$ cat config.mk
export PLATFORM = sky130hd
export DESIGN_NAME = cfi_ctrl
export DESIGN_NICKNAME = d
export VERILOG_FILES = /design/src/design/cfi_ctrl.v /design/src/design/cfi_sync3.v /design/src/design/cfi_vote.v
export VERILOG_INCLUDE_DIRS = /design/src /design/src/design
export SDC_FILE = /design/constraint.sdc
export NUM_CORES = 1
export LEC_CHECK = 0
export BUFFER_PORTS_ARGS = -buffer_cell sky130_fd_sc_hd__buf_2
export CORE_AREA = 2 2 212 130
export CTS_CLUSTER_SIZE = 30
export DETAILED_ROUTE_END_ITERATION = 8
export DIE_AREA = 0 0 214 132
export PLACE_DENSITY_LB_ADDON = 0.1
export SKIP_LAST_GASP = 1
export SLEW_MARGIN = 20
export SYNTH_ARGS = -nofsm -noshare
export SYNTH_HDL_FRONTEND = slang
export SYNTH_HIERARCHICAL = 1
export SYNTH_SLANG_ARGS = --single-unit
$ cat constraint.sdc
create_clock -name I_SYS_CLK -period 5.8 [get_ports I_SYS_CLK]
set_clock_uncertainty 0.15 [all_clocks]
set_input_delay 0.29 -clock I_SYS_CLK [delete_from_list [all_inputs] [get_ports I_SYS_CLK]]
set_output_delay 0.29 -clock I_SYS_CLK [all_outputs]
set_load 0.02 [all_outputs]
$ cat src/design/cfi_defs.vh
// Register offsets, field positions, reset values and timing for the comparator control block
`ifndef CFI_DEFS_VH
`define CFI_DEFS_VH

// Register byte offsets on the Wishbone bus
`define CFI_ADR_CTRL      8'h00
`define CFI_ADR_TRIG      8'h04
`define CFI_ADR_EVCFG     8'h08
`define CFI_ADR_IRQ_CLR   8'h0C
`define CFI_ADR_IRQ_SET   8'h10
`define CFI_ADR_PEND      8'h14
`define CFI_ADR_STATUS    8'h18
`define CFI_ADR_WIN       8'h1C
`define CFI_ADR_CFG0      8'h20
`define CFI_ADR_CFG1      8'h24

// Control register bits
`define CFI_CTRL_EN       0
`define CFI_CTRL_SRST     1

// Comparator config register fields
`define CFI_CFG_EN        0
`define CFI_CFG_SINGLE    1
`define CFI_CFG_ISEL      2
`define CFI_CFG_KEEP      6
`define CFI_CFG_SWAP      15
`define CFI_CFG_BIAS      16
`define CFI_CFG_FILTER_LENGTH_SEL      24
`define CFI_CFG_ROUTE     28

// Event config fields
`define CFI_EV_OUT        0
`define CFI_EV_WOUT       4
`define CFI_EV_START      8
`define CFI_EV_INV        12

// Window setup fields
`define CFI_WIN_EN        0
`define CFI_WIN_ISEL      1

// Reset values
`define CFI_RST_WORD      32'h0000_0000
`define CFI_RST_EVCFG     16'h0000

// Window states and pin routing codes
`define CFI_WST_ABOVE     2'h0
`define CFI_WST_INSIDE    2'h1
`define CFI_WST_BELOW     2'h2
`define CFI_WCOND_OUTSIDE 2'h3
`define CFI_ROUTE_RAW     2'h1
`define CFI_ROUTE_SYNC    2'h2

// Start-up time per bias level in ns, and function clock rate in MHz
`define CFI_STUP_NS_B0    16'h0FA0
`define CFI_STUP_NS_B1    16'h07D0
`define CFI_STUP_NS_B2    16'h03E8
`define CFI_STUP_NS_B3    16'h01F4
`define CFI_CLK_MHZ       16'h0019

`endif

$ cat src/design/cfi_ctrl.v
// Comparator pair control: filtering, pin routing, events, interrupts and Wishbone registers
//
// The register addresses and the Wishbone register port were chosen for this implementation.
`include "cfi_defs.vh"
// Overview of operation
// - Each comparator has its own bias level; start-up delay follows that level.
// - Filter per comparator: off, three-sample or five-sample majority.
// - Output change accepted only when N/2+1 of last N samples agree.
// - One raw sample taken every function clock cycle.
// - Filtering delays the validated result by (N-1)/2 sampling cycles.
// - Continuous: first result after N samples, then one result every cycle.
// - Single-shot with filter completes only after the Nth sample.
// - Pin routing selects raw result or synchronised filtered result.
// - Input exchange swaps comparator inputs and inverts the digital result.
// - Three interrupt sources, each with its own condition select.
// - Pending flag sets on its condition regardless of enable.
// - Enable-set writes one to enable; enable-clear writes one to disable.
// - Request active while flag set and enabled, until cleared or disabled.
// - All requests ORed onto one interrupt line.
// - Event outputs copy comparator states and window inside state when enabled.
// - Enabled input event starts a comparison after start-up delay.
// - In window mode either event starts both comparators together.
// - Standby without keep-running powers comparator down, keeps configuration.
// - With keep-running set, enabled interrupts can wake the processor.
// - Trigger write starts single-shot only if enabled and single; reads zero.
// - Starting single-shot clears done flag; completion sets it again.
// - Event-invert bit inverts the incoming event first.
module cfi_ctrl (
	input  wire        I_SYS_CLK,    // Function and bus clock
	input  wire        I_RSTN,       // Async reset, active low
	input  wire        I_WB_CYC,     // Wishbone cycle
	input  wire        I_WB_STB,     // Wishbone strobe
	input  wire        I_WB_WE,      // Wishbone write enable
	input  wire [7:0]  I_WB_ADR,     // Wishbone byte address
	input  wire [31:0] I_WB_DAT,     // Wishbone write data
	input  wire [3:0]  I_WB_SEL,     // Wishbone byte selects
	output wire [31:0] O_WB_DAT,     // Wishbone read data
	output wire        O_WB_ACK,     // Wishbone acknowledge
	input  wire [1:0]  I_CMP_RAW,    // Raw comparator results
	output wire [1:0]  O_CMP_EN,     // Comparator power enables
	output wire [1:0]  O_CMP_SWAP,   // Input exchange to analog cores
	output wire [3:0]  O_CMP_BIAS,   // Bias level per comparator
	output wire [1:0]  O_CMP_PIN,    // Comparator pin outputs
	input  wire [1:0]  I_EVT_IN,     // Incoming start events
	output wire [1:0]  O_EVT_CMP,    // Comparator state events
	output wire        O_EVT_WIN,    // Window inside event
	input  wire        I_STANDBY,    // System in standby
	output wire        O_IRQ,        // Combined interrupt
	output wire        O_WAKE        // Wake request from standby
);

	localparam [1:0] ST_IDLE = 2'h0;
	localparam [1:0] ST_WARM = 2'h1;
	localparam [1:0] ST_FILL = 2'h2;
	localparam [1:0] ST_RUN  = 2'h3;

	function [31:0] byte_mask;
		input [3:0] sel;
		begin
			byte_mask = {{8{sel[3]}}, {8{sel[2]}}, {8{sel[1]}}, {8{sel[0]}}};
		end
	endfunction

	function [31:0] merge;
		input [31:0] old;
		input [31:0] dat;
		input [31:0] msk;
		begin
			merge = (old & ~msk) | (dat & msk);
		end
	endfunction

	// Least time rounds up to whole cycles
	function [7:0] stup_cycles;
		input [1:0] bias;
		reg   [31:0] ns;
		reg   [31:0] cyc;
		begin
			ns = 32'h0000_0000;
			case (bias)
				2'h0: ns = {16'h0000, `CFI_STUP_NS_B0};
				2'h1: ns = {16'h0000, `CFI_STUP_NS_B1};
				2'h2: ns = {16'h0000, `CFI_STUP_NS_B2};
				default: ns = {16'h0000, `CFI_STUP_NS_B3};
			endcase
			cyc = (ns * {16'h0000, `CFI_CLK_MHZ} + 32'd999) / 32'd1000;
			stup_cycles = (cyc == 32'h0000_0000) ? 8'h01 : cyc[7:0];
		end
	endfunction

	function [2:0] filt_n;
		input [1:0] sel;
		begin
			case (sel)
				2'h1: filt_n = 3'h3;
				2'h2: filt_n = 3'h5;
				default: filt_n = 3'h1;
			endcase
		end
	endfunction

	reg         ctrl_en_r;
	reg         srst_r;
	reg  [15:0] evcfg_r;
	reg  [2:0]  irq_en_r;
	reg  [2:0]  pend_r;
	reg  [2:0]  win_r;
	reg  [31:0] cfg0_r;
	reg  [31:0] cfg1_r;
	reg         ack_r;
	reg  [31:0] rdat_r;
	reg  [31:0] rd_nxt;
	reg  [1:0]  wprev_r;
	reg  [1:0]  evprev_r;

	wire        req  = I_WB_CYC & I_WB_STB;
	wire        wr   = req & I_WB_WE & ack_r;
	wire [7:0]  badr = {I_WB_ADR[7:2], 2'b00};
	wire [31:0] msk  = byte_mask(I_WB_SEL);
	wire [31:0] wd   = I_WB_DAT & msk;

	wire [1:0]  st_w;
	wire [1:0]  done_w;
	wire [1:0]  cset_w;
	wire [1:0]  keep_w;
	wire [1:0]  start_req;
	reg  [1:0]  wst;
	wire        wset;

	assign O_WB_ACK = ack_r;
	assign O_WB_DAT = rdat_r;

	// Trigger bits act only on write
	wire [1:0] trig = (wr && badr == `CFI_ADR_TRIG) ? wd[1:0] : 2'b00;

	wire [1:0] ev_eff = I_EVT_IN ^ evcfg_r[`CFI_EV_INV +: 2];
	wire [1:0] ev_go  = ev_eff & ~evprev_r & evcfg_r[`CFI_EV_START +: 2];
	wire [1:0] raw_go = trig | ev_go;
	assign start_req = win_r[`CFI_WIN_EN] ? {2{|raw_go}} : raw_go;

	genvar gi;
	generate
		for (gi = 0; gi < 2; gi = gi + 1) begin : g_cmp
			wire [31:0] c      = (gi == 0) ? cfg0_r : cfg1_r;
			wire        single = c[`CFI_CFG_SINGLE];
			wire        keep   = c[`CFI_CFG_KEEP];
			wire        swap   = c[`CFI_CFG_SWAP];
			wire [1:0]  isel   = c[`CFI_CFG_ISEL +: 2];
			wire [1:0]  bias   = c[`CFI_CFG_BIAS +: 2];
			wire [1:0]  filter_length_sel   = c[`CFI_CFG_FILTER_LENGTH_SEL +: 2];
			wire [1:0]  route  = c[`CFI_CFG_ROUTE +: 2];
			wire [2:0]  nlen   = filt_n(filter_length_sel);
			wire        active = ctrl_en_r & c[`CFI_CFG_EN] & ~(I_STANDBY & ~keep);
			wire        sy;
			wire        smp;
			wire        vote;
			reg  [1:0]  fsm_r;
			reg  [7:0]  cnt_r;
			reg  [2:0]  fcnt_r;
			reg         st_r;
			reg         done_r;

			cfi_sync3 u_sync (
				.i_clk  (I_SYS_CLK),
				.i_rstn (I_RSTN),
				.i_d    (I_CMP_RAW[gi]),
				.o_q    (sy)
			);

			assign smp = sy ^ swap;

			cfi_vote u_vote (
				.i_clk  (I_SYS_CLK),
				.i_rstn (I_RSTN),
				.i_clr  (fsm_r == ST_WARM),
				.i_en   (fsm_r == ST_FILL || fsm_r == ST_RUN),
				.i_smp  (smp),
				.i_len  (filter_length_sel),
				.o_vote (vote)
			);

			wire upd    = (fsm_r == ST_FILL && fcnt_r == nlen - 3'h1) || fsm_r == ST_RUN;
			wire go     = active & single & start_req[gi] & (fsm_r == ST_IDLE);
			wire kick   = go | (active & ~single & fsm_r == ST_IDLE);

			always @(posedge I_SYS_CLK or negedge I_RSTN) begin
				if (!I_RSTN) begin
					fsm_r  <= ST_IDLE;
					cnt_r  <= 8'h00;
					fcnt_r <= 3'h0;
					st_r   <= 1'b0;
					done_r <= 1'b0;
				end else if (srst_r) begin
					fsm_r  <= ST_IDLE;
					cnt_r  <= 8'h00;
					fcnt_r <= 3'h0;
					st_r   <= 1'b0;
					done_r <= 1'b0;
				end else begin
					case (fsm_r)
						ST_IDLE: begin
							if (kick) begin
								fsm_r <= ST_WARM;
								cnt_r <= stup_cycles(bias);
							end
						end
						ST_WARM: begin
							fcnt_r <= 3'h0;
							if (cnt_r <= 8'h01) begin
								fsm_r <= ST_FILL;
							end else begin
								cnt_r <= cnt_r - 8'h01;
							end
						end
						ST_FILL: begin
							fcnt_r <= fcnt_r + 3'h1;
							if (upd) begin
								fsm_r <= single ? ST_IDLE : ST_RUN;
							end
						end
						ST_RUN: begin
							if (single) begin
								fsm_r <= ST_IDLE;
							end
						end
						default: fsm_r <= ST_IDLE;
					endcase
					if (!active) begin
						fsm_r <= ST_IDLE;
					end
					if (upd) begin
						st_r <= vote;
					end
					done_r <= (active & upd) | (done_r & ~go & active);
				end
			end

			reg hit;
			always @* begin
				case (isel)
					2'h0: hit = vote ^ st_r;
					2'h1: hit = vote & ~st_r;
					2'h2: hit = ~vote & st_r;
					default: hit = single & (fsm_r == ST_FILL);
				endcase
			end

			assign cset_w[gi]            = active & upd & hit;
			assign st_w[gi]              = st_r;
			assign done_w[gi]            = done_r;
			assign keep_w[gi]            = keep;
			assign O_CMP_EN[gi]          = (fsm_r != ST_IDLE);
			assign O_CMP_SWAP[gi]        = swap;
			assign O_CMP_BIAS[2*gi +: 2] = bias;
			assign O_CMP_PIN[gi] = (route == `CFI_ROUTE_RAW)  ? (I_CMP_RAW[gi] ^ swap) :
			                       (route == `CFI_ROUTE_SYNC) ? st_r : 1'b0;
		end
	endgenerate

	always @* begin
		if (st_w[0] & st_w[1]) begin
			wst = `CFI_WST_ABOVE;
		end else if (st_w[0] ^ st_w[1]) begin
			wst = `CFI_WST_INSIDE;
		end else begin
			wst = `CFI_WST_BELOW;
		end
	end

	wire [1:0] wcond = win_r[`CFI_WIN_ISEL +: 2];
	assign wset = win_r[`CFI_WIN_EN] & (wst != wprev_r) &
	              ((wcond == `CFI_WCOND_OUTSIDE) ? (wprev_r == `CFI_WST_INSIDE) : (wst == wcond));

	assign O_EVT_CMP = st_w & evcfg_r[`CFI_EV_OUT +: 2];
	assign O_EVT_WIN = (wst == `CFI_WST_INSIDE) & evcfg_r[`CFI_EV_WOUT];

	assign O_IRQ  = |(pend_r & irq_en_r);
	assign O_WAKE = O_IRQ & (|keep_w);

	always @* begin
		case (badr)
			`CFI_ADR_CTRL:    rd_nxt = {30'h0000_0000, srst_r, ctrl_en_r};
			`CFI_ADR_EVCFG:   rd_nxt = {16'h0000, evcfg_r};
			`CFI_ADR_IRQ_CLR: rd_nxt = {29'h0000_0000, irq_en_r};
			`CFI_ADR_IRQ_SET: rd_nxt = {29'h0000_0000, irq_en_r};
			`CFI_ADR_PEND:    rd_nxt = {29'h0000_0000, pend_r};
			`CFI_ADR_STATUS:  rd_nxt = {22'h00_0000, done_w, 2'b00, wst, 2'b00, st_w};
			`CFI_ADR_WIN:     rd_nxt = {29'h0000_0000, win_r};
			`CFI_ADR_CFG0:    rd_nxt = cfg0_r;
			`CFI_ADR_CFG1:    rd_nxt = cfg1_r;
			default:          rd_nxt = `CFI_RST_WORD;
		endcase
	end

	// Ack one cycle after request; write lands on the acked edge
	always @(posedge I_SYS_CLK or negedge I_RSTN) begin
		if (!I_RSTN) begin
			ack_r  <= 1'b0;
			rdat_r <= `CFI_RST_WORD;
		end else begin
			ack_r <= req & ~ack_r;
			if (req & ~ack_r) begin
				rdat_r <= rd_nxt;
			end
		end
	end

	always @(posedge I_SYS_CLK or negedge I_RSTN) begin
		if (!I_RSTN) begin
			ctrl_en_r <= 1'b0;
			srst_r    <= 1'b0;
			evcfg_r   <= `CFI_RST_EVCFG;
			irq_en_r  <= 3'h0;
			pend_r    <= 3'h0;
			win_r     <= 3'h0;
			cfg0_r    <= `CFI_RST_WORD;
			cfg1_r    <= `CFI_RST_WORD;
			wprev_r   <= `CFI_WST_BELOW;
			evprev_r  <= 2'b00;
		end else if (srst_r) begin
			ctrl_en_r <= 1'b0;
			srst_r    <= 1'b0;
			evcfg_r   <= `CFI_RST_EVCFG;
			irq_en_r  <= 3'h0;
			pend_r    <= 3'h0;
			win_r     <= 3'h0;
			cfg0_r    <= `CFI_RST_WORD;
			cfg1_r    <= `CFI_RST_WORD;
			wprev_r   <= `CFI_WST_BELOW;
			evprev_r  <= 2'b00;
		end else begin
			wprev_r  <= wst;
			evprev_r <= ev_eff;
			// Flags set regardless of enable; set beats clear
			pend_r <= (pend_r & ~((wr && badr == `CFI_ADR_PEND) ? wd[2:0] : 3'h0)) | {wset, cset_w};
			if (wr) begin
				case (badr)
					`CFI_ADR_CTRL: begin
						// Reset write discards the rest of the word
						if (wd[`CFI_CTRL_SRST]) begin
							srst_r <= 1'b1;
						end else if (msk[`CFI_CTRL_EN]) begin
							ctrl_en_r <= wd[`CFI_CTRL_EN];
						end
					end
					`CFI_ADR_EVCFG: evcfg_r <= ((evcfg_r & ~msk[15:0]) | wd[15:0]) & 16'h3313;
					`CFI_ADR_IRQ_SET: irq_en_r <= irq_en_r | wd[2:0];
					`CFI_ADR_IRQ_CLR: irq_en_r <= irq_en_r & ~wd[2:0];
					`CFI_ADR_WIN:  win_r  <= (win_r & ~msk[2:0]) | wd[2:0];
					`CFI_ADR_CFG0: cfg0_r <= merge(cfg0_r, wd, msk);
					`CFI_ADR_CFG1: cfg1_r <= merge(cfg1_r, wd, msk);
					default: ctrl_en_r <= ctrl_en_r;
				endcase
			end
		end
	end

endmodule

$ cat src/design/cfi_sync3.v
// Three-stage synchroniser for an asynchronous comparator output
module cfi_sync3 (
	input  wire i_clk,   // Function clock
	input  wire i_rstn,  // Async reset, active low
	input  wire i_d,     // Asynchronous input
	output reg  o_q      // Synchronised level
);

	reg s1_r;
	reg s2_r;
	reg s3_r;

	// Output moves only once stages two and three agree
	always @(posedge i_clk or negedge i_rstn) begin
		if (!i_rstn) begin
			s1_r <= 1'b0;
			s2_r <= 1'b0;
			s3_r <= 1'b0;
			o_q  <= 1'b0;
		end else begin
			s1_r <= i_d;
			s2_r <= s1_r;
			s3_r <= s2_r;
			if (s2_r == s3_r) begin
				o_q <= s3_r;
			end
		end
	end

endmodule

$ cat src/design/cfi_vote.v
// Majority-vote filter over the last one, three or five comparator samples
module cfi_vote (
	input  wire       i_clk,   // Function clock
	input  wire       i_rstn,  // Async reset, active low
	input  wire       i_clr,   // Drop history at comparison start
	input  wire       i_en,    // Take a sample this cycle
	input  wire       i_smp,   // Current sample
	input  wire [1:0] i_len,   // Filter length select
	output reg        o_vote   // Majority of current plus past samples
);

	reg  [3:0] hist_r;
	wire [4:0] win = {hist_r, i_smp};
	reg  [2:0] ones;

	always @(posedge i_clk or negedge i_rstn) begin
		if (!i_rstn) begin
			hist_r <= 4'h0;
		end else if (i_clr) begin
			hist_r <= 4'h0;
		end else if (i_en) begin
			hist_r <= {hist_r[2:0], i_smp};
		end
	end

	always @* begin
		ones = {2'b00, win[0]} + {2'b00, win[1]} + {2'b00, win[2]};
		// Off, three or five by select
		case (i_len)
			2'h1: o_vote = (ones >= 3'd2);
			2'h2: o_vote = (ones + {2'b00, win[3]} + {2'b00, win[4]} >= 3'd3);
			default: o_vote = i_smp;
		endcase
	end

endmodule

**Word level (Yosys, flattened, before mapping)**

Cells that the tools add are included.

- Output and inout port bits: 48
- Register bits after elaboration: 174
- Input bits: 54

- $mul: 2
- Multiplexer cells: 92
- Reductions and logical operators: 49
- Magnitude comparators: 6
- Div/mod/pow operators: 2
- Eq/ne operators: 53
- Bitwise operators: 89
- Add/subtract/negate cells: 16

Operators by type and width:

| kind | count |
|---|---|
| $mux 32 | 12 |
| $pmux 32 s8 | 1 |
| $and 32x32->32 | 4 |
| $pmux 12 s3 | 2 |
| $add 32x10->32 const B | 2 |
| $div 32x10->32 const B | 2 |
| $logic_not 32->1 | 2 |
| $mul 32x5->32 const B | 2 |
| $mux 8 | 8 |
| $or 32x32->32 | 2 |
| $mux 16 | 3 |
| $mux 2 | 20 |
| $and 1x1->1 | 39 |
| $ne 4x4->1 const B | 8 |
| $not 32->32 | 1 |
| $pmux 8 s2 | 2 |
| $pmux 3 s2 | 5 |
| $mux 3 | 9 |
| $eq 2x2->1 const B | 13 |
| $reduce_bool 2->1 | 13 |
| $eq 2x1->1 const B | 12 |
| $eq 6x3->1 const B | 4 |
| $mux 1 | 20 |
| $add 3x1->3 | 6 |
| other kinds (42) | 117 |

**Depth between registers and ports, before layout**

- Depth in word-level cells: 22
- Mapped depth: 17
- Mapped depth without buffers: 17

**Modules after synthesis**

Netlist, hierarchy kept.

By module, submodules not included:

| module | area each (um2) | instances | cells each |
|---|---|---|---|
| cfi_ctrl | 8279.2 | 1 | 956 |
| cfi_vote | 295.3 | 2 | 31 |
| cfi_sync3 | 111.4 | 2 | 5 |

**Worst setup path before layout**

No wires, ideal clock.

- Kind: reg2reg
- Start: register cfg0_r[15]
- End: register pend_r[0]
- Setup time: 0.078 ns
- Data required time: 5.572 ns
- Cell stages (with the launch flop): 18
- Period minus slack after synthesis: 3.421 ns
- Slack: 2.379 ns
- Arrival time: 3.193 ns
- Path through: dfrtp_1 xor2_1 inv_1 fa_1 fa_1 inv_1 ha_1 nor2b_1 o21ai_0 a22oi_1 inv_1 ha_1 nor2_1 a21oi_1 nor2_1 a21oi_1 or3b_2 a21oi_1

- Word-level cells in the longest chain between the ends: 13
- Elaborated cells between the ends (all ways): 16
- Classes of those cells: add/sub: 4; order compare: 2; mux: 3; bitwise: 7

Ends and longest elaborated chain:

| item | RTL line | source |
|---|---|---|
| from (decl) | cfi_ctrl.v:108 | `reg [31:0] cfg0_r;` |
| from (signal assigned) | cfi_ctrl.v:316 | `` cfg0_r <= `CFI_RST_WORD; `` |
| from (signal assigned) | cfi_ctrl.v:327 | `` cfg0_r <= `CFI_RST_WORD; `` |
| from (signal assigned) | cfi_ctrl.v:350 | `` `CFI_ADR_CFG0: cfg0_r <= merge(cfg0_r, wd, msk); `` |
| $xor 1x1->1 * | cfi_ctrl.v:170 | `assign smp = sy ^ swap;` |
| net g_cmp[0].smp | cfi_ctrl.v:155 | `wire smp;` |
| $add 1x1->2 | cfi_vote.v:27 | `ones = {2'b00, win[0]} + {2'b00, win[1]} + {2'b00, win[2]};` |
| $add 3x1->3 | cfi_vote.v:27 |  |
| $add 3x1->3 (2 in a row) | cfi_vote.v:31 | `2'h2: o_vote = (ones + {2'b00, win[3]} + {2'b00, win[4]} >= 3'd3);` |
| $ge 3x2->1 | cfi_vote.v:31 |  |
| $pmux 1 s2 * | cfi_vote.v:29 | `case (i_len)` |
| net g_cmp[0].vote | cfi_ctrl.v:156 | `wire vote;` |
| $not 1->1 | cfi_ctrl.v:243 | `2'h2: hit = ~vote & st_r;` |
| $and 1x1->1 | cfi_ctrl.v:243 |  |
| $pmux 1 s3 * | cfi_ctrl.v:240 | `case (isel)` |
| $and 1x1->1 * | cfi_ctrl.v:248 | `assign cset_w[gi] = active & upd & hit;` |
| $or 3x3->3 * | cfi_ctrl.v:335 | `` pend_r <= (pend_r & ~((wr && badr == `CFI_ADR_PEND) ? wd[2:0] : 3'h0)) \| {wset, cset_w}; `` |
| $mux 3 * | cfi_ctrl.v:320 | `end else if (srst_r) begin` |
| to (signal assigned) | cfi_ctrl.v:335 |  |
| to (decl) | cfi_ctrl.v:106 | `reg [2:0] pend_r;` |

The timed path passes the listed nets; every way through them passes the cells marked *.
A chain may end at the register's enable or synchronous reset.

**Worst setup path after layout**

Ends and elaborated chain as after synthesis.

==> metrics.txt <==
# TYPE chip_impl_metric gauge
chip_impl_info{name="rsz_0062_raised_after_global_routing",value="no"} 1
chip_impl_metric{name="final_util",unit=""} 0.411
chip_impl_metric{name="cts_made_buffers",unit=""} 17
chip_impl_info{name="crit_type",value="flip-flop to flip-flop"} 1
chip_impl_metric{name="placeableCoreArea",unit="mm^2"} 0.0262
chip_impl_metric{name="hold_viol_final",unit=""} 0
chip_impl_metric{name="place.detailed.hpwl",unit="um"} 18800
chip_impl_info{name="cts.root.buffer_cell",value="clkbuf_16"} 1
chip_impl_metric{name="required_time_of_the_critical_path",unit="ns"} 6.02
chip_impl_metric{name="cts_setup_buffers",unit=""} 0
chip_impl_metric{name="grt_first_pass_wirelength",unit="um"} 44800
chip_impl_metric{name="initial_core_util",unit=""} 0.347
chip_impl_metric{name="synthesis.area_per_instance",unit="um^2"} 8.84
chip_impl_metric{name="die-height",unit="um"} 132
chip_impl_metric{name="ys_ff_latch",unit=""} 165
chip_impl_info{name="critical_path.slowest_cell",value="dfrtp_1"} 1
chip_impl_metric{name="clk_latency",unit="ns"} 0.44
chip_impl_info{name="critPathCaptureType",value="flip-flop"} 1
chip_impl_info{name="synth_top_cell_by_area",value="dfrtp_1"} 1
chip_impl_info{name="critical_path.startpoint_type",value="flip-flop"} 1
chip_impl_metric{name="clkSinkCount",unit=""} 165
chip_impl_metric{name="seq_area_frac_synth",unit=""} 0.454
chip_impl_metric{name="vdd.ir_drop.worst",unit="uV"} 185
chip_impl_metric{name="viasPerCell",unit=""} 5.24
chip_impl_metric{name="max_stage_delay",unit="ns"} 0.61
chip_impl_metric{name="io_pins",unit=""} 102
chip_impl_metric{name="tightest_slew",unit="ns"} 0.860
chip_impl_info{name="synthMostInstantiatedCell",value="dfrtp_1"} 1
chip_impl_metric{name="layout_min_cycle_time",unit="ns"} 3.91
chip_impl_metric{name="h-tree-depth",unit=""} 4
chip_impl_metric{name="post_drt_wl_per_cell",unit="um"} 18.4
chip_impl_metric{name="synth_warnings",unit=""} 6
chip_impl_metric{name="drive_above_1_share",unit=""} 0.138
chip_impl_metric{name="maxSlewViolCount",unit=""} 0
chip_impl_metric{name="route.antenna.remaining_nets",unit=""} 0
chip_impl_info{name="synthFlopType",value="dfrtp_1"} 1
chip_impl_metric{name="design_area",unit="mm^2"} 0.0108
chip_impl_info{name="yosys-top-cells-count",value="dfrtp_1, nand2_1, a21oi_1"} 1
chip_impl_metric{name="netlist_area",unit="mm^2"} 0.00909
chip_impl_info{name="tritoncts",value="done"} 1
chip_impl_info{name="worstReg2RegStart",value="cfg0_r[15]$_DFFE_PN0P_"} 1
chip_impl_metric{name="r2r_cells",unit=""} 17
chip_impl_metric{name="finish.net_count",unit=""} 1218
chip_impl_metric{name="dpl_cell_area",unit="mm^2"} 0.00983
chip_impl_metric{name="grt_start_max_net_pins",unit=""} 84
chip_impl_metric{name="rrSetupSlack",unit="ns"} 1.89
chip_impl_metric{name="syn-instance-count",unit=""} 1028
chip_impl_metric{name="hold_slack",unit="ns"} 0.0459
chip_impl_metric{name="detail_route.drc_violations",unit=""} 0
chip_impl_metric{name="timing.max_slew.rel_slack",unit=""} 0.424
chip_impl_metric{name="period_share",unit=""} 0.674
chip_impl_metric{name="global_route.overflow_total",unit=""} 0
chip_impl_metric{name="die_area",unit="mm^2"} 0.0282
chip_impl_info{name="timing.critical_path.max_delay_family",value="adder cells"} 1
chip_impl_metric{name="max_cap_violations",unit=""} 0
chip_impl_metric{name="portBuffers",unit=""} 99
chip_impl_metric{name="firstDrtPassIters",unit=""} 5
chip_impl_metric{name="drt_wl_total",unit="um"} 27500
chip_impl_metric{name="first_global_vias",unit=""} 7616
chip_impl_metric{name="pwr_density_cell",unit="mW/mm^2"} 230
chip_impl_metric{name="holdPathStages",unit=""} 3
chip_impl_info{name="leading_cell_types_by_total_area_after_synthesis",value="dfrtp_1, nand2_1, a21oi_1, ha_1, nand3_1"} 1
chip_impl_metric{name="grtUsageTotal",unit=""} 0.201
chip_impl_metric{name="synth-edff-count",unit=""} 0
chip_impl_metric{name="place_congestion",unit=""} 0.850
chip_impl_metric{name="drt_first_iter_violations",unit=""} 738
chip_impl_info{name="reg2reg_to",value="pend_r[0]$_DFF_PN0_"} 1
chip_impl_metric{name="synth_async_sr_flop_share",unit=""} 1.00
chip_impl_info{name="min-delay-path-class",value="input port to flip-flop"} 1
chip_impl_metric{name="final-setup-viol-count",unit=""} 0
chip_impl_info{name="critical_path.cell_chain",value="xor2_1 > inv_1 > fa_1 > fa_1 > inv_1 > ha_1 > nor2b_1 > o21ai_0 > a22oi_1 > inv_1 > ha_1 > nor2_1 > a21oi_1 > nor2_1 > a21oi_1 > or3b_2 > a21oi_1"} 1
chip_impl_metric{name="area_growth",unit="%"} 18.4
chip_impl_metric{name="cellLeakagePower",unit="nW"} 4.85
chip_impl_metric{name="synth.top_cell.area_share",unit=""} 0.451
chip_impl_metric{name="max_freq",unit="MHz"} 256
chip_impl_metric{name="count_of_buffer_and_inverter_cells_on_the_critical_path",unit=""} 3
chip_impl_info{name="outcome",value="finished, final reports clean"} 1
chip_impl_metric{name="timing.critical_path.fanout_max",unit=""} 5
chip_impl_metric{name="chipWidth",unit="um"} 214
chip_impl_metric{name="cts.repair.resized",unit=""} 0
chip_impl_metric{name="power.total",unit="W"} 0.00247
chip_impl_info{name="min-delay-start",value="I_EVT_IN[1]"} 1
chip_impl_metric{name="arrival",unit="ns"} 4.12
chip_impl_metric{name="post_synth_num_cell_types",unit=""} 74
chip_impl_info{name="worstHoldEndpoint",value="evprev_r[1]$_DFF_PN0_"} 1
chip_impl_metric{name="mappedNetlistNets",unit=""} 1125
chip_impl_metric{name="initial_antenna_violation_count",unit=""} 1
chip_impl_metric{name="setup_total_negative_slack",unit="ns"} 0
chip_impl_metric{name="postCtsHoldBufs",unit=""} 34
chip_impl_metric{name="routed-via-count",unit=""} 7837
chip_impl_metric{name="ctsLongestPathBuffers",unit=""} 2
chip_impl_metric{name="worst_setup_hold_path_clk_slew",unit="ns"} 0.07
chip_impl_metric{name="rows",unit=""} 46
[worst max path at each step]
stage	to	slack (ns)	cells past startpoint	startpoint
after floorplan	pend_r[0]$_DFF_PN0_	2.38	17	cfg0_r[15]$_DFFE_PN0P_
after global placement	pend_r[0]$_DFF_PN0_	1.97	17	cfg0_r[15]$_DFFE_PN0P_
after detailed placement	pend_r[0]$_DFF_PN0_	1.89	17	cfg0_r[15]$_DFFE_PN0P_
after CTS	pend_r[0]$_DFF_PN0_	1.87	17	cfg0_r[15]$_DFFE_PN0P_
after global routing	pend_r[0]$_DFF_PN0_	1.59	17	cfg0_r[15]$_DFFE_PN0P_
final	pend_r[0]$_DFF_PN0_	1.89	17	cfg0_r[15]$_DFFE_PN0P_
[per-layer routing]
layer  vias to the layer above  GRT usage  wire length [um]
met5                         -          0                 0
met4                         0     0.0591               367
met3                        25     0.0512              1770
met2                       208      0.264             10800
met1                      3782      0.316             14600
li1                       3822          -                 -
[power by group]
part / internal, W / switching [W]
clock network: 0.000680 / 0.000482
logic: 0.0000504 / 0.0000892
registers: 0.00116 / 0.00000829
total: 0.00189 / 0.000579
[cell type report]
type	count	area [um^2]
diodes	1	2.50
clock buffers	25	495
clock inverters	7	93.8
repair buffers	143	917
fillers	2667	15400
multi-input cells	745	4490
inverters	49	184
flip-flops and latches	165	4130
well taps	360	450
[per-stage QoR]
| stage | std cells | setup WS, ns |
|---|---|---|
| 2_1_floorplan | 1028 | 2.38 |
| 3_3_place_gp | 1428 | 1.97 |
| 3_5_place_dp | 1428 | 1.89 |
| 4_1_cts | 1494 | 1.87 |
| 5_1_grt | 1494 | 1.59 |
| 6_report | 1495 | 1.89 |
[kinds of logic after synthesis]
| logic type | synth area share |
|---|---|
| AO/OA/AOI/OAI | 0.190 |
| XOR/XNOR | 0.00963 |
| adder cells (fa/ha/maj) | 0.0650 |
| buffers and inverters | 0.0541 |
| flip-flops | 0.454 |
| multiplexers | 0.0234 |
| AND/OR/NAND/NOR | 0.203 |
[registers in the layout, summed over array words and instances (netlist names), 4 cells and up]
name / count
cfg0_r: 32
evcfg_r: 7
cfg1_r: 32
O_WB_DAT: 32
g_cmp.cnt_r: 16
g_cmp.fsm_r: 4
g_cmp.u_vote/hist_r: 8
g_cmp.fcnt_r: 6
[placed cells by master, fill, tap and decap left out, types with 4 or more instances in the layout]
cell / count
a22o_1: 6
dlygate4sd3_1: 34
nand3b_1: 8
inv_1: 48
buf_4: 10
nor2b_1: 9
fa_1: 4
nor4_1: 8
o21bai_1: 5
or3_1: 6
a221oi_1: 7
a31oi_1: 7
dfrtp_1: 163
mux2i_1: 19
nand2b_1: 15
buf_2: 98
or4_1: 4
nor2_1: 58
a222oi_1: 5
o31ai_1: 5
nor3_1: 16
a32o_1: 4
ha_1: 39
and2_1: 7
a211oi_1: 6
clkbuf_16: 17
a22oi_1: 30
clkbuf_1: 4
or2_2: 5
nand4b_1: 4
a21oi_1: 108
nand2_1: 153
xor2_1: 8
nand3_1: 78
clkbuf_8: 4
o21ai_0: 66
[worst min-delay path, delay by kind of cell]
kind | cells | cell delay (ns)
AND/OR/NAND/NOR | 1 | 0.10
buffers and inverters | 1 | 0.08
XOR/XNOR | 1 | 0.11
No activity file was read; power rests on OpenSTA's default activity.
